$ cat src/rtl/mdr_pkg.sv
package mdr_pkg;
  // Register offsets
  localparam logic [7:0] OFS_PULLUP_SELECT = 8'h52;
  localparam logic [7:0] OFS_PULLDOWN_SELECT = 8'h53;
  localparam logic [7:0] OFS_CHAN1_FLAGS = 8'h54;
  localparam logic [7:0] OFS_CHAN1_LEVEL = 8'h55;
  localparam logic [7:0] OFS_CHAN2_FLAGS = 8'h56;
  localparam logic [7:0] OFS_CHAN2_LEVEL = 8'h57;

  // Field widths and reset values
  localparam int PULLUP_W = 6;
  localparam int PULLDOWN_W = 7;
  localparam logic [5:0] RST_PULLUP_SELECT = 6'h00;
  localparam logic [6:0] RST_PULLDOWN_SELECT = 7'h00;
  localparam logic [7:0] RST_FLAGS = 8'h00;
  localparam logic [7:0] RST_LEVEL = 8'h00;
  localparam logic [7:0] READ_UNMAPPED = 8'h00;

  // Result flag field positions
  localparam int GND_BIT = 4;
  localparam int ABORT_BIT = 3;
  localparam int OPEN_BIT = 2;
  localparam int CUR_MSB = 1;
  localparam int CUR_LSB = 0;

  // Forced result values
  localparam logic [1:0] CUR_FORCED_LOW = 2'h0;
  localparam logic [1:0] CUR_FORCED_GROUND = 2'h3;
  localparam logic [7:0] LEVEL_FORCED_LOW = 8'h00;
  localparam logic [7:0] LEVEL_FORCED_OPEN = 8'hFF;

  // Pin masks for automatic configuration
  localparam logic [5:0] PU_CHAN1_PIN = 6'h01;
  localparam logic [5:0] PU_CHAN2_PIN = 6'h02;
  localparam logic [0:0] PD_BUS_SUPPLY_ON = 1'h1;

  // Periodic measurement timing
  localparam longint PERIOD_S = 10;
  localparam longint CLOCK_HZ = 100_000_000;
  localparam longint PERIOD_CYCLES_DEF = PERIOD_S * CLOCK_HZ;

  // Outcome of one burst measurement
  typedef enum logic [1:0] {
    OUT_RESISTIVE,
    OUT_GROUND,
    OUT_ABORT,
    OUT_OPEN
  } mdr_outcome_t;
endpackage

$ cat src/rtl/mdr_burst_result.sv
`timescale 1ns/1ps
module mdr_burst_result (
  input wire logic I_CLOCK, // Device clock
  input wire logic I_RST_B, // Async reset, active low
  input wire logic i_done, // Burst completed, one-cycle pulse
  input wire mdr_pkg::mdr_outcome_t i_outcome, // Burst outcome
  input wire logic [1:0] i_current, // Final pullup current code
  input wire logic [7:0] i_level, // Final ADC value
  output logic [7:0] o_flags, // Flags register image
  output logic [7:0] o_level // Level register image
);
  import mdr_pkg::*;

  logic [7:0] flags_reg;
  logic [7:0] flags_next;
  logic [7:0] level_reg;
  logic [7:0] level_next;

  // Forced values per outcome, one flag at most
  always_comb begin
    flags_next = RST_FLAGS;
    level_next = i_level;
    unique case (i_outcome)
      OUT_RESISTIVE: begin
        flags_next[CUR_MSB:CUR_LSB] = i_current;
      end
      OUT_GROUND: begin
        flags_next[GND_BIT] = 1'b1;
        flags_next[CUR_MSB:CUR_LSB] = CUR_FORCED_GROUND;
        level_next = LEVEL_FORCED_LOW;
      end
      OUT_ABORT: begin
        flags_next[ABORT_BIT] = 1'b1;
        flags_next[CUR_MSB:CUR_LSB] = CUR_FORCED_LOW;
        level_next = LEVEL_FORCED_LOW;
      end
      OUT_OPEN: begin
        flags_next[OPEN_BIT] = 1'b1;
        flags_next[CUR_MSB:CUR_LSB] = CUR_FORCED_LOW;
        level_next = LEVEL_FORCED_OPEN;
      end
    endcase
  end

  // Whole result captured in one edge so reads never mix bursts
  always_ff @(posedge I_CLOCK or negedge I_RST_B) begin
    if (!I_RST_B) begin
      flags_reg <= RST_FLAGS;
      level_reg <= RST_LEVEL;
    end else if (i_done) begin
      flags_reg <= flags_next;
      level_reg <= level_next;
    end
  end

  assign o_flags = flags_reg;
  assign o_level = level_reg;
endmodule

$ cat src/rtl/mdr_top.sv
`timescale 1ns/1ps
// Operation
// - The pullup select register drives the pullup force/sense switches only while automatic setup is off.
// - Pullup bits 0 to 5 serve channel 1, channel 2, sideband 1, sideband 2, charger plus and charger minus.
// - The pulldown select register drives the pulldown switches only while automatic setup is off.
// - Pulldown bits 0 to 5 follow the pullup pin order and bit 6 selects the bus supply pin.
// - Channel 1 flag bit 4 reads 1 when its latest burst ended as Ground.
// - Channel 1 flag bit 3 reads 1 only when its latest burst was aborted.
// - Channel 1 flag bit 2 reads 1 only when its latest burst found Open.
// - The final current field holds the burst current, forced to 0 on Abort or Open and to 3 on Ground.
// - Channel 1 level holds the last reading, forced to 0x00 on Abort or Ground and 0xFF on Open.
// - Channel 2 has its own read-only flags register with the same layout as channel 1.
// - With automatic setup on, one channel pin is pulled up and all other pins pulled down, alternating channels.
// - With periodic mode on, a measurement starts every 10 s while unattached and none while attached.
// - Channel 2 level holds the last reading, forced to 0x00 on Abort or Ground and 0xFF on Open.
module mdr_top #(
  parameter int unsigned PERIOD_CYCLES = 32'(mdr_pkg::PERIOD_CYCLES_DEF) // Cycles between periodic bursts
) (
  input wire logic I_CLOCK, // 100 MHz device clock
  input wire logic I_RST_B, // Async reset, active low
  input wire logic [7:0] I_REG_ADDR, // Register offset
  input wire logic I_REG_WR, // Write strobe
  input wire logic [7:0] I_REG_WDATA, // Write data
  input wire logic I_REG_RD, // Read strobe
  output logic [7:0] O_REG_RDATA, // Read data, valid after read strobe
  input wire logic I_WET_AUTO_SETUP_ENABLE, // Automatic switch setup
  input wire logic I_WET_PERIODIC_ENABLE, // Periodic measurement enable
  input wire logic I_UNATTACHED, // Port in unattached state
  input wire logic [1:0] I_BURST_DONE, // Burst done per channel
  input wire mdr_pkg::mdr_outcome_t I_CHAN1_OUTCOME, // Channel 1 outcome
  input wire mdr_pkg::mdr_outcome_t I_CHAN2_OUTCOME, // Channel 2 outcome
  input wire logic [1:0] I_CHAN1_CURRENT, // Channel 1 final current
  input wire logic [1:0] I_CHAN2_CURRENT, // Channel 2 final current
  input wire logic [7:0] I_CHAN1_LEVEL, // Channel 1 final ADC value
  input wire logic [7:0] I_CHAN2_LEVEL, // Channel 2 final ADC value
  output logic [5:0] O_PULLUP_SWITCH, // Pullup force/sense switch enables
  output logic [6:0] O_PULLDOWN_SWITCH, // Pulldown switch enables
  output logic O_AUTO_CHAN2, // Automatic setup measures channel 2
  output logic O_MEASURE_START // Periodic burst request pulse
);
  import mdr_pkg::*;

  localparam int TIMER_W = $clog2(PERIOD_CYCLES);

  // Elaboration checks
  if (PERIOD_CYCLES < 2) begin : g_bad_period
    $error("PERIOD_CYCLES must be at least 2");
  end

  logic [5:0] pullup_select_reg;
  logic [6:0] pulldown_select_reg;
  logic [7:0] rdata_reg;
  logic [7:0] rdata_next;
  logic [5:0] pu_switch_reg;
  logic [5:0] pu_switch_next;
  logic [6:0] pd_switch_reg;
  logic [6:0] pd_switch_next;
  logic chan_sel_reg;
  logic chan_sel_next;
  logic [TIMER_W-1:0] timer_reg;
  logic [TIMER_W-1:0] timer_next;
  logic start_reg;
  logic start_next;
  logic [7:0] chan_flags [2];
  logic [7:0] chan_level [2];
  mdr_outcome_t chan_outcome [2];
  logic [1:0] chan_current [2];
  logic [7:0] chan_level_in [2];

  // Register address decode
  wire wr_pullup = I_REG_WR && I_REG_ADDR == OFS_PULLUP_SELECT;
  wire wr_pulldown = I_REG_WR && I_REG_ADDR == OFS_PULLDOWN_SELECT;

  // Software select registers; reserved bits are not stored
  always_ff @(posedge I_CLOCK or negedge I_RST_B) begin
    if (!I_RST_B) begin
      pullup_select_reg <= RST_PULLUP_SELECT;
      pulldown_select_reg <= RST_PULLDOWN_SELECT;
    end else begin
      if (wr_pullup) begin
        pullup_select_reg <= I_REG_WDATA[PULLUP_W-1:0];
      end
      if (wr_pulldown) begin
        pulldown_select_reg <= I_REG_WDATA[PULLDOWN_W-1:0];
      end
    end
  end

  // Read mux; unmapped offsets and reserved bits read zero
  always_comb begin
    unique case (I_REG_ADDR)
      OFS_PULLUP_SELECT: rdata_next = {2'h0, pullup_select_reg};
      OFS_PULLDOWN_SELECT: rdata_next = {1'h0, pulldown_select_reg};
      OFS_CHAN1_FLAGS: rdata_next = chan_flags[0];
      OFS_CHAN1_LEVEL: rdata_next = chan_level[0];
      OFS_CHAN2_FLAGS: rdata_next = chan_flags[1];
      OFS_CHAN2_LEVEL: rdata_next = chan_level[1];
      default: rdata_next = READ_UNMAPPED;
    endcase
  end

  // Read data captured on the read strobe and held until the next one
  always_ff @(posedge I_CLOCK or negedge I_RST_B) begin
    if (!I_RST_B) begin
      rdata_reg <= READ_UNMAPPED;
    end else if (I_REG_RD) begin
      rdata_reg <= rdata_next;
    end
  end

  // Automatic setup alternates channels after each completed burst of the selected channel
  assign chan_sel_next = chan_sel_reg ^ (I_WET_AUTO_SETUP_ENABLE && I_BURST_DONE[chan_sel_reg]);

  // Switch selection: manual registers or automatic pattern
  always_comb begin
    if (I_WET_AUTO_SETUP_ENABLE) begin
      pu_switch_next = chan_sel_next ? PU_CHAN2_PIN : PU_CHAN1_PIN;
      pd_switch_next = {PD_BUS_SUPPLY_ON, ~pu_switch_next};
    end else begin
      pu_switch_next = pullup_select_reg;
      pd_switch_next = pulldown_select_reg;
    end
  end

  always_ff @(posedge I_CLOCK or negedge I_RST_B) begin
    if (!I_RST_B) begin
      chan_sel_reg <= 1'b0;
      pu_switch_reg <= RST_PULLUP_SELECT;
      pd_switch_reg <= RST_PULLDOWN_SELECT;
    end else begin
      chan_sel_reg <= chan_sel_next;
      pu_switch_reg <= pu_switch_next;
      pd_switch_reg <= pd_switch_next;
    end
  end

  // Periodic timer runs only while enabled and unattached
  wire timer_run = I_WET_PERIODIC_ENABLE && I_UNATTACHED;
  wire timer_wrap = timer_reg == TIMER_W'(PERIOD_CYCLES - 1);

  assign timer_next = (!timer_run || timer_wrap) ? '0 : timer_reg + 1'b1;
  assign start_next = timer_run && timer_wrap;

  always_ff @(posedge I_CLOCK or negedge I_RST_B) begin
    if (!I_RST_B) begin
      timer_reg <= '0;
      start_reg <= 1'b0;
    end else begin
      timer_reg <= timer_next;
      start_reg <= start_next;
    end
  end

  // Per-channel inputs gathered for the result latches
  assign chan_outcome[0] = I_CHAN1_OUTCOME;
  assign chan_outcome[1] = I_CHAN2_OUTCOME;
  assign chan_current[0] = I_CHAN1_CURRENT;
  assign chan_current[1] = I_CHAN2_CURRENT;
  assign chan_level_in[0] = I_CHAN1_LEVEL;
  assign chan_level_in[1] = I_CHAN2_LEVEL;

  // One result latch per configuration channel, same layout
  for (genvar ch = 0; ch < 2; ch++) begin : g_chan
    mdr_burst_result u_result (
      .I_CLOCK(I_CLOCK),
      .I_RST_B(I_RST_B),
      .i_done(I_BURST_DONE[ch]),
      .i_outcome(chan_outcome[ch]),
      .i_current(chan_current[ch]),
      .i_level(chan_level_in[ch]),
      .o_flags(chan_flags[ch]),
      .o_level(chan_level[ch])
    );
  end

  // Outputs straight from flip-flops
  assign O_REG_RDATA = rdata_reg;
  assign O_PULLUP_SWITCH = pu_switch_reg;
  assign O_PULLDOWN_SWITCH = pd_switch_reg;
  assign O_AUTO_CHAN2 = chan_sel_reg;
  assign O_MEASURE_START = start_reg;

  // Helper: cycles since the run began, a start counting as the first cycle of the next gap
  logic [TIMER_W:0] gap_cnt_reg;
  always_ff @(posedge I_CLOCK or negedge I_RST_B) begin
    if (!I_RST_B) begin
      gap_cnt_reg <= '0;
    end else if (!timer_run) begin
      gap_cnt_reg <= '0;
    end else if (start_reg) begin
      gap_cnt_reg <= (TIMER_W + 1)'(1);
    end else begin
      gap_cnt_reg <= gap_cnt_reg + 1'b1;
    end
  end
endmodule

$ cat config.mk
export PLATFORM = sky130hd
export DESIGN_NAME = mdr_top
export DESIGN_NICKNAME = d
export VERILOG_FILES = /design/src/rtl/mdr_pkg.sv /design/src/rtl/mdr_burst_result.sv /design/src/rtl/mdr_top.sv
export SDC_FILE = /design/constraint.sdc
export NUM_CORES = 1
export LEC_CHECK = 0
export BUFFER_PORTS_ARGS = -buffer_cell sky130_fd_sc_hd__buf_2
export CORE_UTILIZATION = 40
export CTS_CLUSTER_DIAMETER = 80
export DETAILED_ROUTE_END_ITERATION = 10
export GPL_TIMING_DRIVEN = 0
export PLACE_DENSITY = 0.59
export REMOVE_ABC_BUFFERS = 1
export SETUP_SLACK_MARGIN = 0.2
export SKIP_LAST_GASP = 1
export SLEW_MARGIN = 10
export SYNTH_ARGS = -nofsm -noshare
export SYNTH_HDL_FRONTEND = slang
export SYNTH_SLANG_ARGS = --single-unit
$ cat constraint.sdc
create_clock -name I_CLOCK -period 4.3 [get_ports I_CLOCK]
set_clock_uncertainty 0.2 [all_clocks]
set_input_delay 0.215 -clock I_CLOCK [delete_from_list [all_inputs] [get_ports I_CLOCK]]
set_output_delay 0.215 -clock I_CLOCK [all_outputs]
set_load 0.05 [all_outputs]
### Word level (Yosys, flattened, before mapping)

Cells that the tools add are included.

| storage, ports and cells | value |
|---|---|
| bits in registers | 92 |
| bits of input ports | 49 |
| output and inout port bits | 23 |
| word-level logic and storage cells | 59 |

| cells by class | value |
|---|---|
| add/subtract/negate cells | 1 |
| magnitude comparators | 1 |
| equality and inequality tests | 13 |
| muxes and demuxes | 17 |
| bitwise operators | 2 |
| reduce and logical (&&, ||, !) cells | 13 |

Operator list:

| kind | count |
|---|---|
| $eq A8 B7 Y1 const B | 6 |
| $pmux W8 S6 | 1 |
| $pmux W8 S2 | 2 |
| $add A30 B1 Y30 const B | 1 |
| $eq A30 B30 Y1 const B | 1 |
| $mux W30 | 1 |
| $pmux W2 S3 | 2 |
| $eq A2 B2 Y1 const B | 4 |
| $mux W1 | 8 |
| $reduce_or A2 Y1 | 4 |
| $mux W7 | 1 |
| $mux W6 | 1 |
| $not A2 Y6 | 1 |
| $logic_and A1 B1 Y1 | 5 |
| $eq A2 B1 Y1 const B | 2 |
| $logic_not A2 Y1 | 2 |
| $lt A1 B2 Y1 const B | 1 |
| $mux W2 | 1 |
| $logic_not A1 Y1 | 1 |
| $logic_or A1 B1 Y1 | 1 |
| $xor A1 B1 Y1 | 1 |

### Logic depth before layout (Yosys ltp)

| logic depth | value |
|---|---|
| depth after elaboration | 7 |
| gate-level depth with buffers | 6 |
| mapped depth without buffers | 5 |

### Modules after synthesis

Synthesis repeated with hierarchy kept, for this count alone.

| unflattened totals | value |
|---|---|
| cell total of the unflattened synthesis | 412 |
| area total of the unflattened synthesis | 4596.9 µm² |

By module, submodules not included:

| module | instances | cells an instance | area each (µm²) |
|---|---|---|---|
| mdr_top | 1 | 304 | 3368.2 |
| mdr_burst_result | 2 | 54 | 614.3 |

### Worst setup path before layout

Ideal clock, no wire load.

| timing | value |
|---|---|
| path kind | reg2reg |
| from | reg timer_reg[0] |
| to | reg timer_reg[21] |
| setup time | 0.130 ns |
| data arrival time | 1.609 ns |
| setup slack | 2.361 ns |
| cell stages (with the launch flop) | 7 |
| path buffers | 1 |
| period minus slack after synthesis | 1.939 ns |
| cells stage by stage | dfrtp_1 > ha_1 > nand4_1 > or2_1 > o31ai_4 > buf_4 > a21oi_1 |

| on the way | value |
|---|---|
| longest elaborated chain between the ends | 3 |
| elaborated cells on any way between the ends | 4 |
| those cells by class | 1 x add/sub; 1 x eq/ne; 1 x mux; 1 x reduce/logical |

RTL lines:

| item | line | RTL |
|---|---|---|
| start, declared | mdr_top.sv:60 | `logic [TIMER_W-1:0] timer_reg;` |
| start signal, assigned | mdr_top.sv:149 | `timer_reg <= timer_next;` |
| branches (longest 2 deep; another with $add A30 B1 Y30) | n/a |  |
| $mux W30 * | mdr_top.sv:141 | `assign timer_next = (!timer_run \|\| timer_wrap) ? '0 : timer_reg + 1'b1;` |
| named net timer_next[21] | mdr_top.sv:61 | `logic [TIMER_W-1:0] timer_next;` |

Mark *: on every way through the listed nets, which the timed path passes.
A chain may end at the register's enable or synchronous reset.

### Worst setup path after layout

| timing | value |
|---|---|
| from | reg timer_reg[11] |
| to | reg timer_reg[9] |

| on the way | value |
|---|---|
| longest elaborated chain between the ends | 3 |

RTL lines:

| item | line | RTL |
|---|---|---|
| $eq A30 B30 Y1 | mdr_top.sv:139 | `wire timer_wrap = timer_reg == TIMER_W'(PERIOD_CYCLES - 1);` |
| $logic_or A1 B1 Y1 | mdr_top.sv:141 |  |
| $mux W30 | mdr_top.sv:141 |  |
| named net timer_next[9] | mdr_top.sv:61 |  |

The timed path passes the listed nets, and every way through them passes these cells.

==> metrics.log <==
INFO  metric detailed_place_hpwl = 7.18 mm
INFO  metric floorplan.rows = 38
INFO  metric max_cap_viol_count = 0
INFO  metric n_antenna_cell = 0
INFO  metric critical_path.startpoint_type = flop
INFO  metric route.detailed.drc = 0
INFO  metric clk-insertion-delay-late = 380 ps
INFO  metric status = finished, final reports clean
INFO  metric fmaxAchievable = 0.363 GHz
INFO  metric powerDensity = 335 nW/µm²
INFO  metric p_leak = 0.00234 µW
INFO  metric layout_setup_ws = 1540 ps
INFO  metric relSlewSlack = 0.313
INFO  metric ys_top_cells_by_area = sky130_fd_sc_hd__dfrtp_1, sky130_fd_sc_hd__mux2_2, sky130_fd_sc_hd__a21oi_1
INFO  metric largest_register_ff_count = 30
INFO  metric syn-mean-instance-area = 10.4 µm²
INFO  metric post_route_cells_drive_above_1_share = 0.236
INFO  metric post_cts_setup_repair_bufs = 0
INFO  metric drt_wl_total = 10.2 mm
INFO  metric wl_per_cell = 15.5 µm
INFO  metric synth.cells.most_frequent = sky130_fd_sc_hd__dfrtp_1, sky130_fd_sc_hd__a21oi_1, sky130_fd_sc_hd__nor2_1
INFO  metric grt_max_degree = 48
INFO  metric mappedNetlistArea = 4420 µm²
INFO  metric die_w = 107 µm
INFO  metric worstReg2RegEnd = timer_reg[9]
INFO  metric gp_congestion = 0.784
INFO  metric hold_violations = 0
INFO  metric critical_register_to_register_path_startpoint = timer_reg[11]
INFO  metric postSynth.asyncResetShare = 1.00
INFO  metric final_report_max_slew_violation_count = 0
INFO  metric min_path_cells = 3
INFO  metric gr-total-overflow = 0
INFO  metric setup_repair_after_global_routing_missed_its_margin = false
INFO  metric finalNetCount = 566
INFO  metric hold_path_end = O_REG_RDATA[6]
INFO  metric timing.setup.tns = 0 ps
INFO  metric core_area = 10800 µm²
INFO  metric final.min_clock_period = 2760 ps
INFO  metric synthesis_stage_register_bit_count = 92
INFO  metric synth_enable_flop_cells = 0
INFO  metric pin_count = 72
INFO  metric yosysUniqueCellTypes = 52
INFO  metric cts-buffers-inserted = 9
INFO  metric route.vias.total = 3533
INFO  metric synthToLayoutAreaGrowth = 22.8%
INFO  metric hold_path_start = I_REG_ADDR[6]
INFO  metric drt-initial-drc-count = 154
INFO  metric worst-r2r-setup-slack = 1540 ps
INFO  metric report.final.setup_viol = 0
INFO  metric avgViaCountPerCell = 5.34
INFO  metric post_synth_inst_count = 423
INFO  metric synth_top_area_frac = 0.521
INFO  metric area_fraction_in_compound_gates_after_synthesis = 0.134
INFO  metric portBuffers = 70
INFO  metric tritoncts = built
INFO  metric synth.yosys.seq_area_share = 0.521
INFO  metric clock_sink_count = 92
INFO  metric adder_cell_share_of_the_synthesized_area = 0.00283
INFO  metric synth_largest_area_cell = sky130_fd_sc_hd__dfrtp_1
INFO  metric first_pass_grt_wire_length = 16.9 mm
INFO  metric hp-class = in -> reg
INFO  metric yosys.area_share.xor_xnor = 0.0238
INFO  metric floorplan.initialDensity = 0.409
INFO  metric first_pass_iters = 4
INFO  metric synth_simple_gate_area_frac = 0.190
INFO  metric yosys-mux-area-fraction = 0.0807
INFO  metric worst_setup_hold_path_clk_slew = 100 ps
INFO  metric cts-htree-levels = 3
INFO  metric synthMostInstantiatedCell = sky130_fd_sc_hd__dfrtp_1
INFO  metric end_kind = flop
INFO  metric reg2reg_depth = 4
INFO  metric timing.critical_path.arrival = 2780 ps
INFO  metric path_max_fanout = 24
INFO  metric cts_root_buffer = sky130_fd_sc_hd__clkbuf_8
INFO  metric timing.setup.critical_path_class = reg -> reg
INFO  metric irDropWorstVdd = 167 µV
INFO  metric max_clock_buf_depth = 2
INFO  metric die_h = 107 µm
INFO  metric initial_antenna_violation_count = 0
INFO  metric synth_ff_type = sky130_fd_sc_hd__dfrtp_1
INFO  metric yosys_warnings = 0
INFO  metric drtAntennaViolNets = 0
INFO  metric via_count_of_the_first_global_routing_pass = 3370
INFO  metric pre_cts_ws = 1560 ps
INFO  metric final.fill_count = 988
INFO  metric crit_required = 4320 ps
INFO  metric synth_top_family_by_area = simple AND/OR/NAND/NOR gates
INFO  metric slew_at_the_pin_closest_to_its_max_slew_limit = 1030 ps
INFO  metric gr-usage-all-layers = 0.192
INFO  metric die_area = 11500 µm²
INFO  metric fin_crit_sh = 0.641
-- metal layers --
metal | track usage | vias to the layer above | part of all wire
li1 | - | 1726 | -
met1 | 0.275 | 1717 | 0.49
met2 | 0.289 | 75 | 0.46
met3 | 0.0377 | 15 | 0.039
met4 | 0.0695 | 0 | 0.016
met5 | 0 | - | 0
-- final cells by class --
| cell class | count | area, µm² | share of cell area |
|---|---|---|---|
| sequential | 92 | 2300 | 0.424 |
| clock buffer | 9 | 124 | 0.0228 |
| inverter | 19 | 71.3 | 0.0131 |
| multi-input combinational | 287 | 1900 | 0.351 |
| tap | 140 | 175 | 0.0323 |
| clock inverter | 7 | 106 | 0.0196 |
| timing repair buffer | 107 | 741 | 0.137 |
-- cell usage in the layout, fill, tap and decap left out, types with 4 or more instances in the layout --
cell type                       count
sky130_fd_sc_hd__and3_1             5
sky130_fd_sc_hd__or2_2              5
sky130_fd_sc_hd__buf_2             69
sky130_fd_sc_hd__o22ai_1           11
sky130_fd_sc_hd__or4_1              6
sky130_fd_sc_hd__or3_1              6
sky130_fd_sc_hd__xnor2_1            8
sky130_fd_sc_hd__nor2b_1            4
sky130_fd_sc_hd__nand2_1           12
sky130_fd_sc_hd__nand3b_1           5
sky130_fd_sc_hd__a221oi_1           5
sky130_fd_sc_hd__and4_1             6
sky130_fd_sc_hd__o31ai_1            7
sky130_fd_sc_hd__nand3_1           13
sky130_fd_sc_hd__mux2_2            21
sky130_fd_sc_hd__nand4_1           12
sky130_fd_sc_hd__xor2_1             4
sky130_fd_sc_hd__nor2_1            44
sky130_fd_sc_hd__mux2i_1           12
sky130_fd_sc_hd__o21ai_0           11
sky130_fd_sc_hd__dfrtp_1           92
sky130_fd_sc_hd__inv_1             19
sky130_fd_sc_hd__clkbuf_8           9
sky130_fd_sc_hd__dlygate4sd3_1     36
sky130_fd_sc_hd__a21oi_1           47
-- repair_timing --
action | CTS | global route
hold endpoints to repair | 94 | 0
resized for setup | 0 | 0
hold buffers | 36 | 0
endpoints found under the setup margin | 0 | 0
-- critical path, cell delays in order, from the launching register on --
cell	delay, ps
sky130_fd_sc_hd__dfrtp_1	620
sky130_fd_sc_hd__nor4b_1	430
sky130_fd_sc_hd__nand4_1	310
sky130_fd_sc_hd__o31ai_4	940
sky130_fd_sc_hd__nor2_1	100
-- logic make-up after synthesis --
| family | Yosys count |
|---|---|
| muxes | 33 |
| buffers and inverters | 44 |
| xor gates and xnor gates | 12 |
| DFF | 92 |
| and+or+nand+nor | 145 |
| adders and majority gates | 1 |
| AOI/OAI and AO/OA | 96 |
-- per-stage QoR --
| stage | std cells | cell area [µm²] | power [µW] | utilization | hold WS (ps) |
|---|---|---|---|---|---|
| global placement | 608 | 4800 | 1130 | 0.445 | 262 |
| global route | 661 | 5420 | 1900 | 0.503 | 55.9 |
| CTS | 661 | 5420 | 1840 | 0.503 | 28.4 |
| floorplan | 398 | 4280 | 1040 | - | -281 |
| finish | 661 | 5420 | 1820 | 0.503 | 54.5 |
| detailed placement | 609 | 4830 | 1140 | 0.448 | 77.4 |
-- worst max path at each step --
stage / startpoint / depth (start not counted) / to / slack [ps]
2_1_floorplan: timer_reg[0] / 5 / timer_reg[11] / 2160
3_3_place_gp: timer_reg[11] / 4 / timer_reg[9] / 1540
3_5_place_dp: timer_reg[11] / 4 / timer_reg[27] / 1560
4_1_cts: timer_reg[11] / 4 / timer_reg[27] / 1540
5_1_grt: timer_reg[11] / 4 / timer_reg[27] / 1290
6_report: timer_reg[11] / 4 / timer_reg[9] / 1540
-- power by group --
part	total (µW)	leakage, µW	switching [µW]	internal [µW]
sequential	928	0.00121	23.5	905
combinational	216	0.00102	127	89.2
clock	674	0.000110	337	337
total	1820	0.00234	487	1330
Note: power is estimated with default switching activity, not from simulation.
